===== config.mk =====
export PLATFORM = sky130hd
export DESIGN_NAME = drive_terminals
export DESIGN_NICKNAME = d
export VERILOG_FILES = /design/src/verilog/terminal_pkg.sv /design/src/verilog/drive_terminals.sv /design/src/verilog/pulse_synth.sv
export SDC_FILE = /design/constraint.sdc
export NUM_CORES = 1
export LEC_CHECK = 0
export BUFFER_PORTS_ARGS = -buffer_cell sky130_fd_sc_hd__buf_2
export CORE_ASPECT_RATIO = 1.25
export CORE_UTILIZATION = 50
export DETAILED_ROUTE_END_ITERATION = 12
export HOLD_SLACK_MARGIN = 0.03
export PLACE_DENSITY_LB_ADDON = 0.2
export SYNTH_ARGS = -nofsm -noshare
export SYNTH_HDL_FRONTEND = slang
export SYNTH_HIERARCHICAL = 1
export SYNTH_SLANG_ARGS = --single-unit

===== constraint.sdc =====
create_clock -name i_clock -period 8.7 [get_ports i_clock]
set_clock_uncertainty 0.15 [all_clocks]
set_input_delay 0.87 -clock i_clock [delete_from_list [all_inputs] [get_ports i_clock]]
set_output_delay 0.87 -clock i_clock [all_outputs]
set_load 0.01 [all_outputs]

===== src/verilog/terminal_pkg.sv =====
// terminal logic constants: register map, field codes, reset values
// assumes one 10 MHz clock and frequencies in 0.1 Hz steps
package terminal_pkg;
	// ---------------------------------------------
	// widths
	// ---------------------------------------------
	localparam int ADDR_W = 8;
	localparam int DATA_W = 16;
	localparam int FREQ_W = 12;
	localparam int CODE_W = 4;
	localparam int MULT_W = 5;
	localparam int CNT_W = 16;
	localparam int PIN_N = 6;
	// ---------------------------------------------
	// register offsets
	// ---------------------------------------------
	localparam logic [7:0] OFS_IN_SEL0 = 8'h00;
	localparam logic [7:0] OFS_OUT_SEL0 = 8'h0C;
	localparam logic [7:0] OFS_MULT = 8'h14;
	localparam logic [7:0] OFS_DESIRED = 8'h18;
	localparam logic [7:0] OFS_COUNT = 8'h1C;
	localparam logic [7:0] OFS_JOG = 8'h20;
	localparam logic [7:0] OFS_STEP1 = 8'h24;
	localparam logic [7:0] OFS_STATUS = 8'h40;
	// ---------------------------------------------
	// reset values and limits
	// ---------------------------------------------
	localparam logic [3:0] IN_SEL0_RST = 4'h0;
	localparam logic [3:0] IN_SEL1_RST = 4'h1;
	localparam logic [3:0] IN_SEL2_RST = 4'h2;
	localparam logic [3:0] OUT_SEL0_RST = 4'h0;
	localparam logic [3:0] OUT_SEL1_RST = 4'h1;
	localparam logic [3:0] CODE_MAX = 4'h9;
	localparam logic [4:0] MULT_RST = 5'h01;
	localparam logic [4:0] MULT_MIN = 5'h01;
	localparam logic [4:0] MULT_MAX = 5'h14;
	localparam logic [11:0] FREQ_MAX = 12'hFA0;
	localparam logic [11:0] DESIRED_RST = 12'h000;
	localparam logic [11:0] JOG_RST = 12'h03C;
	localparam logic [11:0] STEP_RST = 12'h000;
	localparam logic [15:0] COUNT_RST = 16'h0001;
	// ---------------------------------------------
	// input functions, output conditions, pins
	// ---------------------------------------------
	localparam int FN_JOG = 3;
	localparam int FN_HOLD = 4;
	localparam int FN_RAMP2 = 5;
	localparam int FN_BLOCK_NO = 6;
	localparam int FN_BLOCK_NC = 7;
	localparam int FN_UP = 8;
	localparam int FN_DOWN = 9;
	localparam logic [3:0] OUT_RUN = 4'h0;
	localparam logic [3:0] OUT_COUNT = 4'h3;
	localparam int PIN_TRG = 3;
	localparam int PIN_FWD = 4;
	localparam int PIN_REV = 5;
	// ---------------------------------------------
	// timing
	// ---------------------------------------------
	localparam int CLOCK_HZ = 10_000_000;
	localparam int STEPS_PER_HZ = 10;
	// toggle threshold: two edges per pulse period
	localparam int PULSE_TOGGLE_TH = CLOCK_HZ * STEPS_PER_HZ / 2;
endpackage

===== src/verilog/drive_terminals.sv =====
// multi-function terminal logic of the motor drive
// assumes pins are asynchronous, drive core signals share i_clock
module drive_terminals (
	// clock and reset
	input wire logic i_clock,
	input wire logic i_nrst,
	// register port
	input wire logic [terminal_pkg::ADDR_W-1:0] i_addr,
	input wire logic [terminal_pkg::DATA_W-1:0] i_wdata,
	input wire logic i_wr,
	input wire logic i_rd,
	output logic [terminal_pkg::DATA_W-1:0] o_rdata,
	// terminal pins, high means closed
	input wire logic i_multi_input_first,
	input wire logic i_multi_input_second,
	input wire logic i_multi_input_third,
	input wire logic i_counter_trigger_input,
	input wire logic i_forward_run_command,
	input wire logic i_reverse_run_command,
	output logic o_multi_output_first,
	output logic o_multi_output_second,
	output logic o_pulse_frequency_output,
	// drive core status
	input wire logic [terminal_pkg::FREQ_W-1:0] i_output_freq,
	input wire logic [terminal_pkg::FREQ_W-1:0] i_master_freq,
	input wire logic [terminal_pkg::FREQ_W-1:0] i_min_freq,
	input wire logic i_output_active,
	input wire logic i_over_torque,
	input wire logic i_low_voltage,
	input wire logic i_major_fault,
	input wire logic i_remote_mode,
	// drive core commands
	output logic [terminal_pkg::FREQ_W-1:0] o_freq_command,
	output logic [2:0] o_step_index,
	output logic o_jog_select,
	output logic o_ramp_hold,
	output logic o_ramp_set2,
	output logic o_output_block,
	output logic o_trim_up,
	output logic o_trim_down
);
	import terminal_pkg::*;

	// ---------------------------------------------
	// functions
	// ---------------------------------------------
	// one-hot of a function code
	function automatic logic [9:0] code_hot(input logic [3:0] c);
		code_hot = 10'h001 << c;
	endfunction

	// selector write value in range
	function automatic logic code_ok(input logic [DATA_W-1:0] v);
		code_ok = v <= DATA_W'(CODE_MAX);
	endfunction

	// frequency write value in range
	function automatic logic freq_ok(input logic [DATA_W-1:0] v);
		freq_ok = v <= DATA_W'(FREQ_MAX);
	endfunction

	// ---------------------------------------------
	// pin synchronisers
	// ---------------------------------------------
	wire logic [PIN_N-1:0] pin_raw; // raw pin levels
	logic [PIN_N-1:0] s1_r; // first stage
	logic [PIN_N-1:0] s2_r; // second stage
	logic [PIN_N-1:0] s3_r; // third stage
	logic [PIN_N-1:0] pin_r; // accepted level

	assign pin_raw = {i_reverse_run_command, i_forward_run_command,
		i_counter_trigger_input, i_multi_input_third,
		i_multi_input_second, i_multi_input_first};

	// accept a change once stages two and three agree
	genvar gp;
	generate
		for (gp = 0; gp < PIN_N; gp++) begin : g_pin
			always_ff @(posedge i_clock or negedge i_nrst) begin
				if (!i_nrst) begin
					s1_r[gp] <= 1'b0;
					s2_r[gp] <= 1'b0;
					s3_r[gp] <= 1'b0;
					pin_r[gp] <= 1'b0;
				end else begin
					s1_r[gp] <= pin_raw[gp];
					s2_r[gp] <= s1_r[gp];
					s3_r[gp] <= s2_r[gp];
					if (s2_r[gp] == s3_r[gp]) begin
						pin_r[gp] <= s3_r[gp];
					end
				end
			end
		end
	endgenerate

	// ---------------------------------------------
	// register write decode
	// ---------------------------------------------
	logic [3:0] in_sel_r [0:2]; // input function codes
	logic [3:0] out_sel_r [0:1]; // output condition codes
	logic [4:0] mult_r; // pulse multiplier
	logic [11:0] desired_r; // desired frequency
	logic [11:0] jog_r; // jog frequency
	logic [11:0] step_r [1:7]; // step-speed settings
	wire logic wr_mult; // multiplier write
	wire logic wr_desired; // desired write
	wire logic wr_jog; // jog write
	wire logic wr_count; // counter preset write
	wire logic mult_ok; // multiplier value in range

	assign wr_mult = i_wr && i_addr == OFS_MULT;
	assign wr_desired = i_wr && i_addr == OFS_DESIRED;
	assign wr_jog = i_wr && i_addr == OFS_JOG;
	assign wr_count = i_wr && i_addr == OFS_COUNT;
	assign mult_ok = i_wdata >= DATA_W'(MULT_MIN) &&
		i_wdata <= DATA_W'(MULT_MAX);

	// input selectors, out-of-range codes dropped
	localparam logic [3:0] IN_RST [0:2] = '{IN_SEL0_RST,
		IN_SEL1_RST, IN_SEL2_RST};
	genvar gi;
	generate
		for (gi = 0; gi < 3; gi++) begin : g_in_sel
			always_ff @(posedge i_clock or negedge i_nrst) begin
				if (!i_nrst) begin
					in_sel_r[gi] <= IN_RST[gi];
				end else if (i_wr && i_addr == OFS_IN_SEL0 +
					ADDR_W'(4 * gi) && code_ok(i_wdata)) begin
					in_sel_r[gi] <= i_wdata[3:0];
				end
			end
		end
	endgenerate

	// output selectors, out-of-range codes dropped
	localparam logic [3:0] OUT_RST [0:1] = '{OUT_SEL0_RST,
		OUT_SEL1_RST};
	genvar go;
	generate
		for (go = 0; go < 2; go++) begin : g_out_sel
			always_ff @(posedge i_clock or negedge i_nrst) begin
				if (!i_nrst) begin
					out_sel_r[go] <= OUT_RST[go];
				end else if (i_wr && i_addr == OFS_OUT_SEL0 +
					ADDR_W'(4 * go) && code_ok(i_wdata)) begin
					out_sel_r[go] <= i_wdata[3:0];
				end
			end
		end
	endgenerate

	// step-speed settings one to seven
	genvar gs;
	generate
		for (gs = 1; gs < 8; gs++) begin : g_step
			always_ff @(posedge i_clock or negedge i_nrst) begin
				if (!i_nrst) begin
					step_r[gs] <= STEP_RST;
				end else if (i_wr && i_addr == OFS_STEP1 +
					ADDR_W'(4 * (gs - 1)) && freq_ok(i_wdata)) begin
					step_r[gs] <= i_wdata[11:0];
				end
			end
		end
	endgenerate

	// scalar settings
	always_ff @(posedge i_clock or negedge i_nrst) begin
		if (!i_nrst) begin
			mult_r <= MULT_RST;
			desired_r <= DESIRED_RST;
			jog_r <= JOG_RST;
		end else begin
			if (wr_mult && mult_ok) begin
				mult_r <= i_wdata[4:0];
			end
			if (wr_desired && freq_ok(i_wdata)) begin
				desired_r <= i_wdata[11:0];
			end
			if (wr_jog && freq_ok(i_wdata)) begin
				jog_r <= i_wdata[11:0];
			end
		end
	end

	// ---------------------------------------------
	// input function decode
	// ---------------------------------------------
	wire logic [9:0] in_hot [0:2]; // code per input
	wire logic [9:0] fn_closed; // function active
	wire logic [9:0] fn_assigned; // function mapped
	wire logic up; // up trim closed
	wire logic dn; // down trim closed

	generate
		for (gi = 0; gi < 3; gi++) begin : g_hot
			assign in_hot[gi] = code_hot(in_sel_r[gi]);
		end
	endgenerate

	assign fn_closed = (in_hot[0] & {10{pin_r[0]}}) |
		(in_hot[1] & {10{pin_r[1]}}) |
		(in_hot[2] & {10{pin_r[2]}});
	assign fn_assigned = in_hot[0] | in_hot[1] | in_hot[2];
	assign up = fn_closed[FN_UP];
	assign dn = fn_closed[FN_DOWN];

	// ---------------------------------------------
	// drive commands
	// ---------------------------------------------
	wire logic [2:0] idx_nxt; // step index
	wire logic [11:0] freq_nxt; // frequency command
	wire logic hold_nxt; // ramp hold
	wire logic block_nxt; // output block
	logic [11:0] freq_r; // frequency command
	logic [2:0] idx_r; // step index
	logic jog_sel_r; // jog selected
	logic hold_r; // ramp hold
	logic ramp2_r; // second ramp pair
	logic block_r; // output blocked
	logic up_r; // raise frequency
	logic dn_r; // lower frequency

	assign idx_nxt = fn_closed[2:0];
	// jog wins; index zero keeps master reference
	assign freq_nxt = fn_closed[FN_JOG] ? jog_r :
		(idx_nxt == 3'h0) ? i_master_freq : step_r[idx_nxt];
	// both trims closed also hold
	assign hold_nxt = fn_closed[FN_HOLD] | (up & dn);
	// no-contact closed or nc-contact open
	assign block_nxt = fn_closed[FN_BLOCK_NO] |
		(fn_assigned[FN_BLOCK_NC] & ~fn_closed[FN_BLOCK_NC]);

	// command registers
	always_ff @(posedge i_clock or negedge i_nrst) begin
		if (!i_nrst) begin
			freq_r <= '0;
			idx_r <= '0;
			jog_sel_r <= 1'b0;
			hold_r <= 1'b0;
			ramp2_r <= 1'b0;
			block_r <= 1'b0;
			up_r <= 1'b0;
			dn_r <= 1'b0;
		end else begin
			freq_r <= freq_nxt;
			idx_r <= idx_nxt;
			jog_sel_r <= fn_closed[FN_JOG];
			hold_r <= hold_nxt;
			ramp2_r <= fn_closed[FN_RAMP2];
			block_r <= block_nxt;
			up_r <= up & ~dn;
			dn_r <= dn & ~up;
		end
	end

	assign o_freq_command = freq_r;
	assign o_step_index = idx_r;
	assign o_jog_select = jog_sel_r;
	assign o_ramp_hold = hold_r;
	assign o_ramp_set2 = ramp2_r;
	assign o_output_block = block_r;
	assign o_trim_up = up_r;
	assign o_trim_down = dn_r;

	// ---------------------------------------------
	// trigger down-counter
	// ---------------------------------------------
	logic [15:0] count_r; // remaining count
	logic trg_prev_r; // trigger last level
	wire logic trg_rise; // trigger closing edge
	wire logic count_done; // count at one

	assign trg_rise = pin_r[PIN_TRG] & ~trg_prev_r;
	assign count_done = count_r == 16'h0001;

	// reload on preset write, count down on trigger
	always_ff @(posedge i_clock or negedge i_nrst) begin
		if (!i_nrst) begin
			count_r <= COUNT_RST;
			trg_prev_r <= 1'b0;
		end else begin
			trg_prev_r <= pin_r[PIN_TRG];
			if (wr_count) begin
				count_r <= i_wdata;
			end else if (trg_rise && count_r > 16'h0001) begin
				count_r <= count_r - 16'h0001;
			end
		end
	end

	// ---------------------------------------------
	// output conditions
	// ---------------------------------------------
	wire logic [9:0] cond; // condition per code
	logic [1:0] mo_r; // output contacts

	assign cond[0] = i_output_active | pin_r[PIN_FWD] |
		pin_r[PIN_REV];
	assign cond[1] = i_output_active &&
		i_output_freq == freq_r;
	assign cond[2] = i_output_active &&
		i_output_freq == desired_r;
	assign cond[3] = count_done;
	assign cond[4] = i_output_freq > i_min_freq;
	assign cond[5] = i_over_torque;
	assign cond[6] = ~i_output_active;
	assign cond[7] = i_low_voltage;
	assign cond[8] = i_remote_mode;
	assign cond[9] = i_major_fault;

	// contact closes while its condition holds
	always_ff @(posedge i_clock or negedge i_nrst) begin
		if (!i_nrst) begin
			mo_r <= 2'h0;
		end else begin
			mo_r[0] <= cond[out_sel_r[0]];
			mo_r[1] <= cond[out_sel_r[1]];
		end
	end

	assign o_multi_output_first = mo_r[0];
	assign o_multi_output_second = mo_r[1];

	// ---------------------------------------------
	// frequency pulse output
	// ---------------------------------------------
	pulse_synth u_pulse (
		.i_clock(i_clock),
		.i_nrst(i_nrst),
		.i_freq(i_output_freq),
		.i_mult(mult_r),
		.o_pulse(o_pulse_frequency_output)
	);

	// ---------------------------------------------
	// read port
	// ---------------------------------------------
	logic [15:0] rdata_r; // read data
	logic [15:0] rdata_nxt; // selected word
	wire logic [15:0] status; // live state

	// one spare bit keeps the word at sixteen
	assign status = {1'h0, pin_r, mo_r, block_r, hold_r,
		jog_sel_r, count_done, idx_r};

	// unmapped addresses read zero
	always_comb begin
		case (i_addr)
			8'h00: rdata_nxt = {12'h000, in_sel_r[0]};
			8'h04: rdata_nxt = {12'h000, in_sel_r[1]};
			8'h08: rdata_nxt = {12'h000, in_sel_r[2]};
			8'h0C: rdata_nxt = {12'h000, out_sel_r[0]};
			8'h10: rdata_nxt = {12'h000, out_sel_r[1]};
			OFS_MULT: rdata_nxt = {11'h000, mult_r};
			OFS_DESIRED: rdata_nxt = {4'h0, desired_r};
			OFS_COUNT: rdata_nxt = count_r;
			OFS_JOG: rdata_nxt = {4'h0, jog_r};
			8'h24: rdata_nxt = {4'h0, step_r[1]};
			8'h28: rdata_nxt = {4'h0, step_r[2]};
			8'h2C: rdata_nxt = {4'h0, step_r[3]};
			8'h30: rdata_nxt = {4'h0, step_r[4]};
			8'h34: rdata_nxt = {4'h0, step_r[5]};
			8'h38: rdata_nxt = {4'h0, step_r[6]};
			8'h3C: rdata_nxt = {4'h0, step_r[7]};
			OFS_STATUS: rdata_nxt = status;
			default: rdata_nxt = 16'h0000;
		endcase
	end

	// data stand one cycle, zero otherwise
	always_ff @(posedge i_clock or negedge i_nrst) begin
		if (!i_nrst) begin
			rdata_r <= 16'h0000;
		end else begin
			rdata_r <= i_rd ? rdata_nxt : 16'h0000;
		end
	end

	assign o_rdata = rdata_r;

	// ---------------------------------------------
	// checks
	// ---------------------------------------------
	a_sel_reject: assert property (
		@(posedge i_clock) disable iff (!i_nrst)
		i_wr && i_addr == OFS_IN_SEL0 && i_wdata > 16'h0009
		|=> $stable(in_sel_r[0]))
		else $error("bad selector code stored");

	a_step_index: assert property (
		@(posedge i_clock) disable iff (!i_nrst)
		!fn_closed[FN_JOG] && fn_closed[2:0] != 3'h0
		|=> o_step_index == $past(fn_closed[2:0]) &&
		o_freq_command == step_r[o_step_index])
		else $error("step frequency not selected");

	a_jog_select: assert property (
		@(posedge i_clock) disable iff (!i_nrst)
		fn_closed[FN_JOG] |=> o_jog_select &&
		o_freq_command == $past(jog_r))
		else $error("jog frequency not selected");

	a_ramp_hold: assert property (
		@(posedge i_clock) disable iff (!i_nrst)
		fn_closed[FN_HOLD] |=> o_ramp_hold)
		else $error("hold input ignored");

	a_ramp_pair: assert property (
		@(posedge i_clock) disable iff (!i_nrst)
		##1 o_ramp_set2 == $past(fn_closed[FN_RAMP2]))
		else $error("ramp pair wrong");

	a_block_open: assert property (
		@(posedge i_clock) disable iff (!i_nrst)
		fn_assigned[FN_BLOCK_NC] && !fn_closed[FN_BLOCK_NC]
		|=> o_output_block)
		else $error("open nc input did not block");

	a_trim_both: assert property (
		@(posedge i_clock) disable iff (!i_nrst)
		up && dn |=> o_ramp_hold && !o_trim_up && !o_trim_down)
		else $error("both trims not held");

	a_run_contact: assert property (
		@(posedge i_clock) disable iff (!i_nrst)
		out_sel_r[0] == OUT_RUN && pin_r[PIN_FWD]
		&& $stable(out_sel_r[0]) |=> o_multi_output_first)
		else $error("run contact open");

	a_count_done: assert property (
		@(posedge i_clock) disable iff (!i_nrst)
		count_r == 16'h0001 && out_sel_r[1] == OUT_COUNT
		|=> o_multi_output_second)
		else $error("count contact open");
endmodule


===== src/verilog/pulse_synth.sv =====
// digital frequency pulse synthesiser
// assumes frequency in 0.1 Hz steps and a 10 MHz clock
module pulse_synth #(
	parameter int ACC_W = 27
) (
	// clock and reset
	input wire logic i_clock,
	input wire logic i_nrst,
	// rate
	input wire logic [terminal_pkg::FREQ_W-1:0] i_freq,
	input wire logic [terminal_pkg::MULT_W-1:0] i_mult,
	// pulse
	output logic o_pulse
);
	import terminal_pkg::*;
	// ---------------------------------------------
	// phase accumulator
	// ---------------------------------------------
	localparam logic [ACC_W-1:0] TH = ACC_W'(PULSE_TOGGLE_TH);
	logic [ACC_W-1:0] acc_r; // phase
	logic [ACC_W-1:0] acc_nxt; // next phase
	logic pulse_r; // pulse level
	wire logic [FREQ_W+MULT_W-1:0] step; // tenths of hz times mult
	wire logic [ACC_W-1:0] sum; // advanced phase
	wire logic wrap; // half period done
	assign step = i_freq * i_mult;
	assign sum = acc_r + ACC_W'(step);
	assign wrap = sum >= TH;
	assign acc_nxt = wrap ? sum - TH : sum;
	// toggle at each half period, equal high and low
	always_ff @(posedge i_clock or negedge i_nrst) begin
		if (!i_nrst) begin
			acc_r <= '0;
			pulse_r <= 1'b0;
		end else begin
			acc_r <= acc_nxt;
			pulse_r <= pulse_r ^ wrap;
		end
	end
	assign o_pulse = pulse_r;
	// ---------------------------------------------
	// checks
	// ---------------------------------------------
	a_pulse_hold: assert property (@(posedge i_clock) disable iff (!i_nrst)
		(step == '0) [*2] |-> $stable(o_pulse))
		else $error("pulse moved with zero rate");
endmodule


==> run_results.csv <==
group,metric,value,unit
sta,max_freq,165.4,MHz
power,power,2.642,mW
sta,period_share,69.51,%
sta,min_period,6.048,ns
drt,postRouteAntennaNets,0,
logic_synthesis,yosys_warnings,6,
worst_setup_path,required,8.94,ns
flow_run,cap_violations,0,
power,p_sw,0.6587,mW
logic_synthesis,ys_top_cells_by_area,"dfrtp_1, mux2_2, fa_1, ha_1, xnor2_1",
power,p_sw_share,24.94,%
drt,via_count,12630,
cts,ctsResizeCount,0,
final_layout,fin_nets,1735,
worst_setup_path,path_cells,"nand2_1 > fa_1 > inv_1 > fa_1 > inv_1 > fa_1 > inv_1 > ha_1 > and4_1 > nand4_1 > a211o_1 > a211oi_1 > xor2_1 > or4b_4 > o21bai_4 > nand4_1 > xor2_1",
power,p_int,1.983,mW
worst_setup_path,critPathArrivalTime,6.29,ns
worst_setup_path,cp_max_fo,16,
logic_synthesis,synth_top_cell_area_share,36.54,%
drt,drcViolationCount,0,
logic_synthesis,syn-cell-area,15890,µm²
cts,cts_buffer_depth,3,
grt,grt_max_degree,88,
power,clkPwrFrac,45.4,%
worst_setup_path,start_kind,"flop",
grt,antenna_found_initial,0,
logic_synthesis,synth_cells,1517,
placement,place.gp.congestion,0.9288,
power,pwr-share-seq,45.5,%
final_layout,syn2layout_area_growth,10.16,%
sta,hold_viol_final,0,
floorplanning,io_pins,115,
sta,timing.setup.tns,0,ns
placement,dpl.hpwl,34140,µm
floorplanning,core,31080,µm²
placement,port_buffers,114,
worst_hold_path,hold_class,"primary input to async pin",
sta,tightest_slew,1.149,ns
grt,overflow,0,
worst_setup_path,setup.worst_path.start,"mult_r[2]",
final_layout,drive_gt1_share,24.70,%
logic_synthesis,yosys.cell_count.top_type,"dfrtp_1",
logic_synthesis,ys.flop_type,"dfrtp_1",
cts,post_cts.repair.setup_buffers,0,
grt,grt_first_pass_wirelength,75220,µm
cts,cts_tree,"built",
logic_synthesis,synth_fp_nets,1679,
power,leakage,7.834,nW
drt,post_drt_wl_per_cell,24.19,µm
sta,fin_ws,2.652,ns
sta,slew_headroom,23.23,%
cts,clkLatencyLatePin,0.53,ns
logic_synthesis,synthTopCellsByCount,"dfrtp_1, mux2_2, nand2_1",
drt,dr.pass1.iters,9,
worst_setup_path,crit_type,"flop to flop",
final_layout,n_antenna_cell,0,
floorplanning,die_w,161.4,µm
sta,setup_violations,0,
sta,rsz0062_at_grt,"false",
power,peakVddDrop,0.0001464,V
drt,viasPerCell,6.323,
logic_synthesis,synth-async-reset-ratio,100.0,%
logic_synthesis,syn_area_per_cell,10.47,µm²
logic_synthesis,synth_top_area_cell,"dfrtp_1",
sta,report.final.slew_viol_count,0,
cts,cts.sinks,241,
logic_synthesis,synth-seq-cells,241,
cts,cts_buffers,25,
logic_synthesis,seq_area_frac_synth,38.03,%
worst_setup_path,crit_path_top_delay_cell,"dfrtp_1",
cts,clk_pin_slew_worst_paths,0.07,ns
worst_setup_path,max_stage_delay,0.74,ns
logic_synthesis,synth.distinct_cells,109,
floorplanning,initial_utilization,51.12,%
power,powerDensity,150.9,nW/µm²
drt,totalWireLength,48330,µm
grt,grt.total_usage,30.10,%
logic_synthesis,synth_edf_count,0,
cts,hold_buffers,0,
cts,ctsRootBufferMaster,"clkbuf_16",
worst_setup_path,cp-end-kind,"flop",
outcome,status,"completed",
cts,cts-htree-levels,1,
placement,post-place-ws,2.422,ns
power,pwr-share-comb,9.1,%
worst_setup_path,r2r-start,"mult_r[2]",
grt,grt_pass1_vias,12840,
floorplanning,num_rows,72,
floorplanning,die_y,201.3,µm
floorplanning,die_area,32500,µm²
drt,first_iter_violations,1142,
kinds of logic after synthesis:
| kind of cell | Yosys count | synth area share (%) |
|---|---|---|
| AND/OR/NAND/NOR | 434 | 15.04 |
| flip-flops | 241 | 38.03 |
| AO/OA/AOI/OAI | 298 | 14.31 |
| adder cells (fa/ha/maj) | 93 | 9.355 |
| multiplexers | 198 | 14.10 |
| buffers and inverters | 182 | 5.260 |
| XOR/XNOR | 71 | 3.914 |
worst max-delay path: cells and delay by family, from the launching register on:
family	cells	cell delay (ns)
flops	1	0.74
simple gates	5	1.34
buf+inv	3	0.14
xor+xnor	2	0.35
compound gates	3	1.15
fa+ha+maj	4	2.02
layout make-up:
type,instances,area (µm²)
Clock buffer,32,691.9
Clock inverter,13,230.2
Fill cell,2782,13580
Inverter,86,322.8
Multi-Input combinational cell,1094,9044
Sequential cell,241,6042
Tap cell,407,509.2
Timing Repair Buffer,125,663.1
power by group through the flow:
stage / clock, mW / combinational (mW) / sequential, mW
CTS: 1.22 / 0.239 / 1.20
detailed placement: 0 / 0.237 / 1.22
global route: 1.26 / 0.263 / 1.20
floorplan: 0 / 0.136 / 1.20
finish: 1.20 / 0.241 / 1.20
global placement: 0 / 0.234 / 1.22
through the flow:
step	cells	hold WS [ns]	utilization [%]	cell area, µm²
CTS	1998	0.1938	56.32	17500
global route	1998	0.2102	56.32	17500
global placement	1953	0.1836	53.35	16580
finish	1998	0.1596	56.32	17500
floorplan	1517	0.1812	-	15890
detailed placement	1953	0.1847	53.35	16580
path summary, 6_finish.rpt:
path | endpoint | slack (ns) | depth (start not counted)
worst max-delay path | u_pulse/acc_r[10] | 2.65 | 17
worst min-delay path | u_pulse/acc_r[3] | 0.16 | 1
worst max register to register | u_pulse/acc_r[10] | 2.65 | 17
worst min register to register | s2_r[3] | 0.19 | 0
max in group asynchronous | step_r[68] | 6.74 | 2
min in group i_clock | s2_r[3] | 0.19 | 0
cells in the final DEF (no fill, tap or decap), drive strengths merged, types with 36 or more instances in the layout:
cell	count
a211oi	56
a21oi	54
and2	45
and3	41
buf	125
dfrtp	232
fa	45
ha	42
inv	86
mux2	146
mux2i	46
nand2	94
nand3	46
nor2	80
o21ai	36
xnor2	58
flip-flops by register name, summed over array words and instances (netlist names), 8 cells and up:
register	flops
count_r	16
o_freq_command	12
out_sel_r	8
u_pulse/acc_r	27
jog_r	12
in_sel_r	12
step_r	84
desired_r	12
o_rdata	16
metal layers:
layer	global-route usage [%]	part of all wire, %	vias up
li1	-	-	5602
met1	39.48	41	6340
met2	50.54	48	565
met3	3.195	6.6	127
met4	12.67	4.1	0
met5	0	0	-
Power figures use the tool's default switching activity.
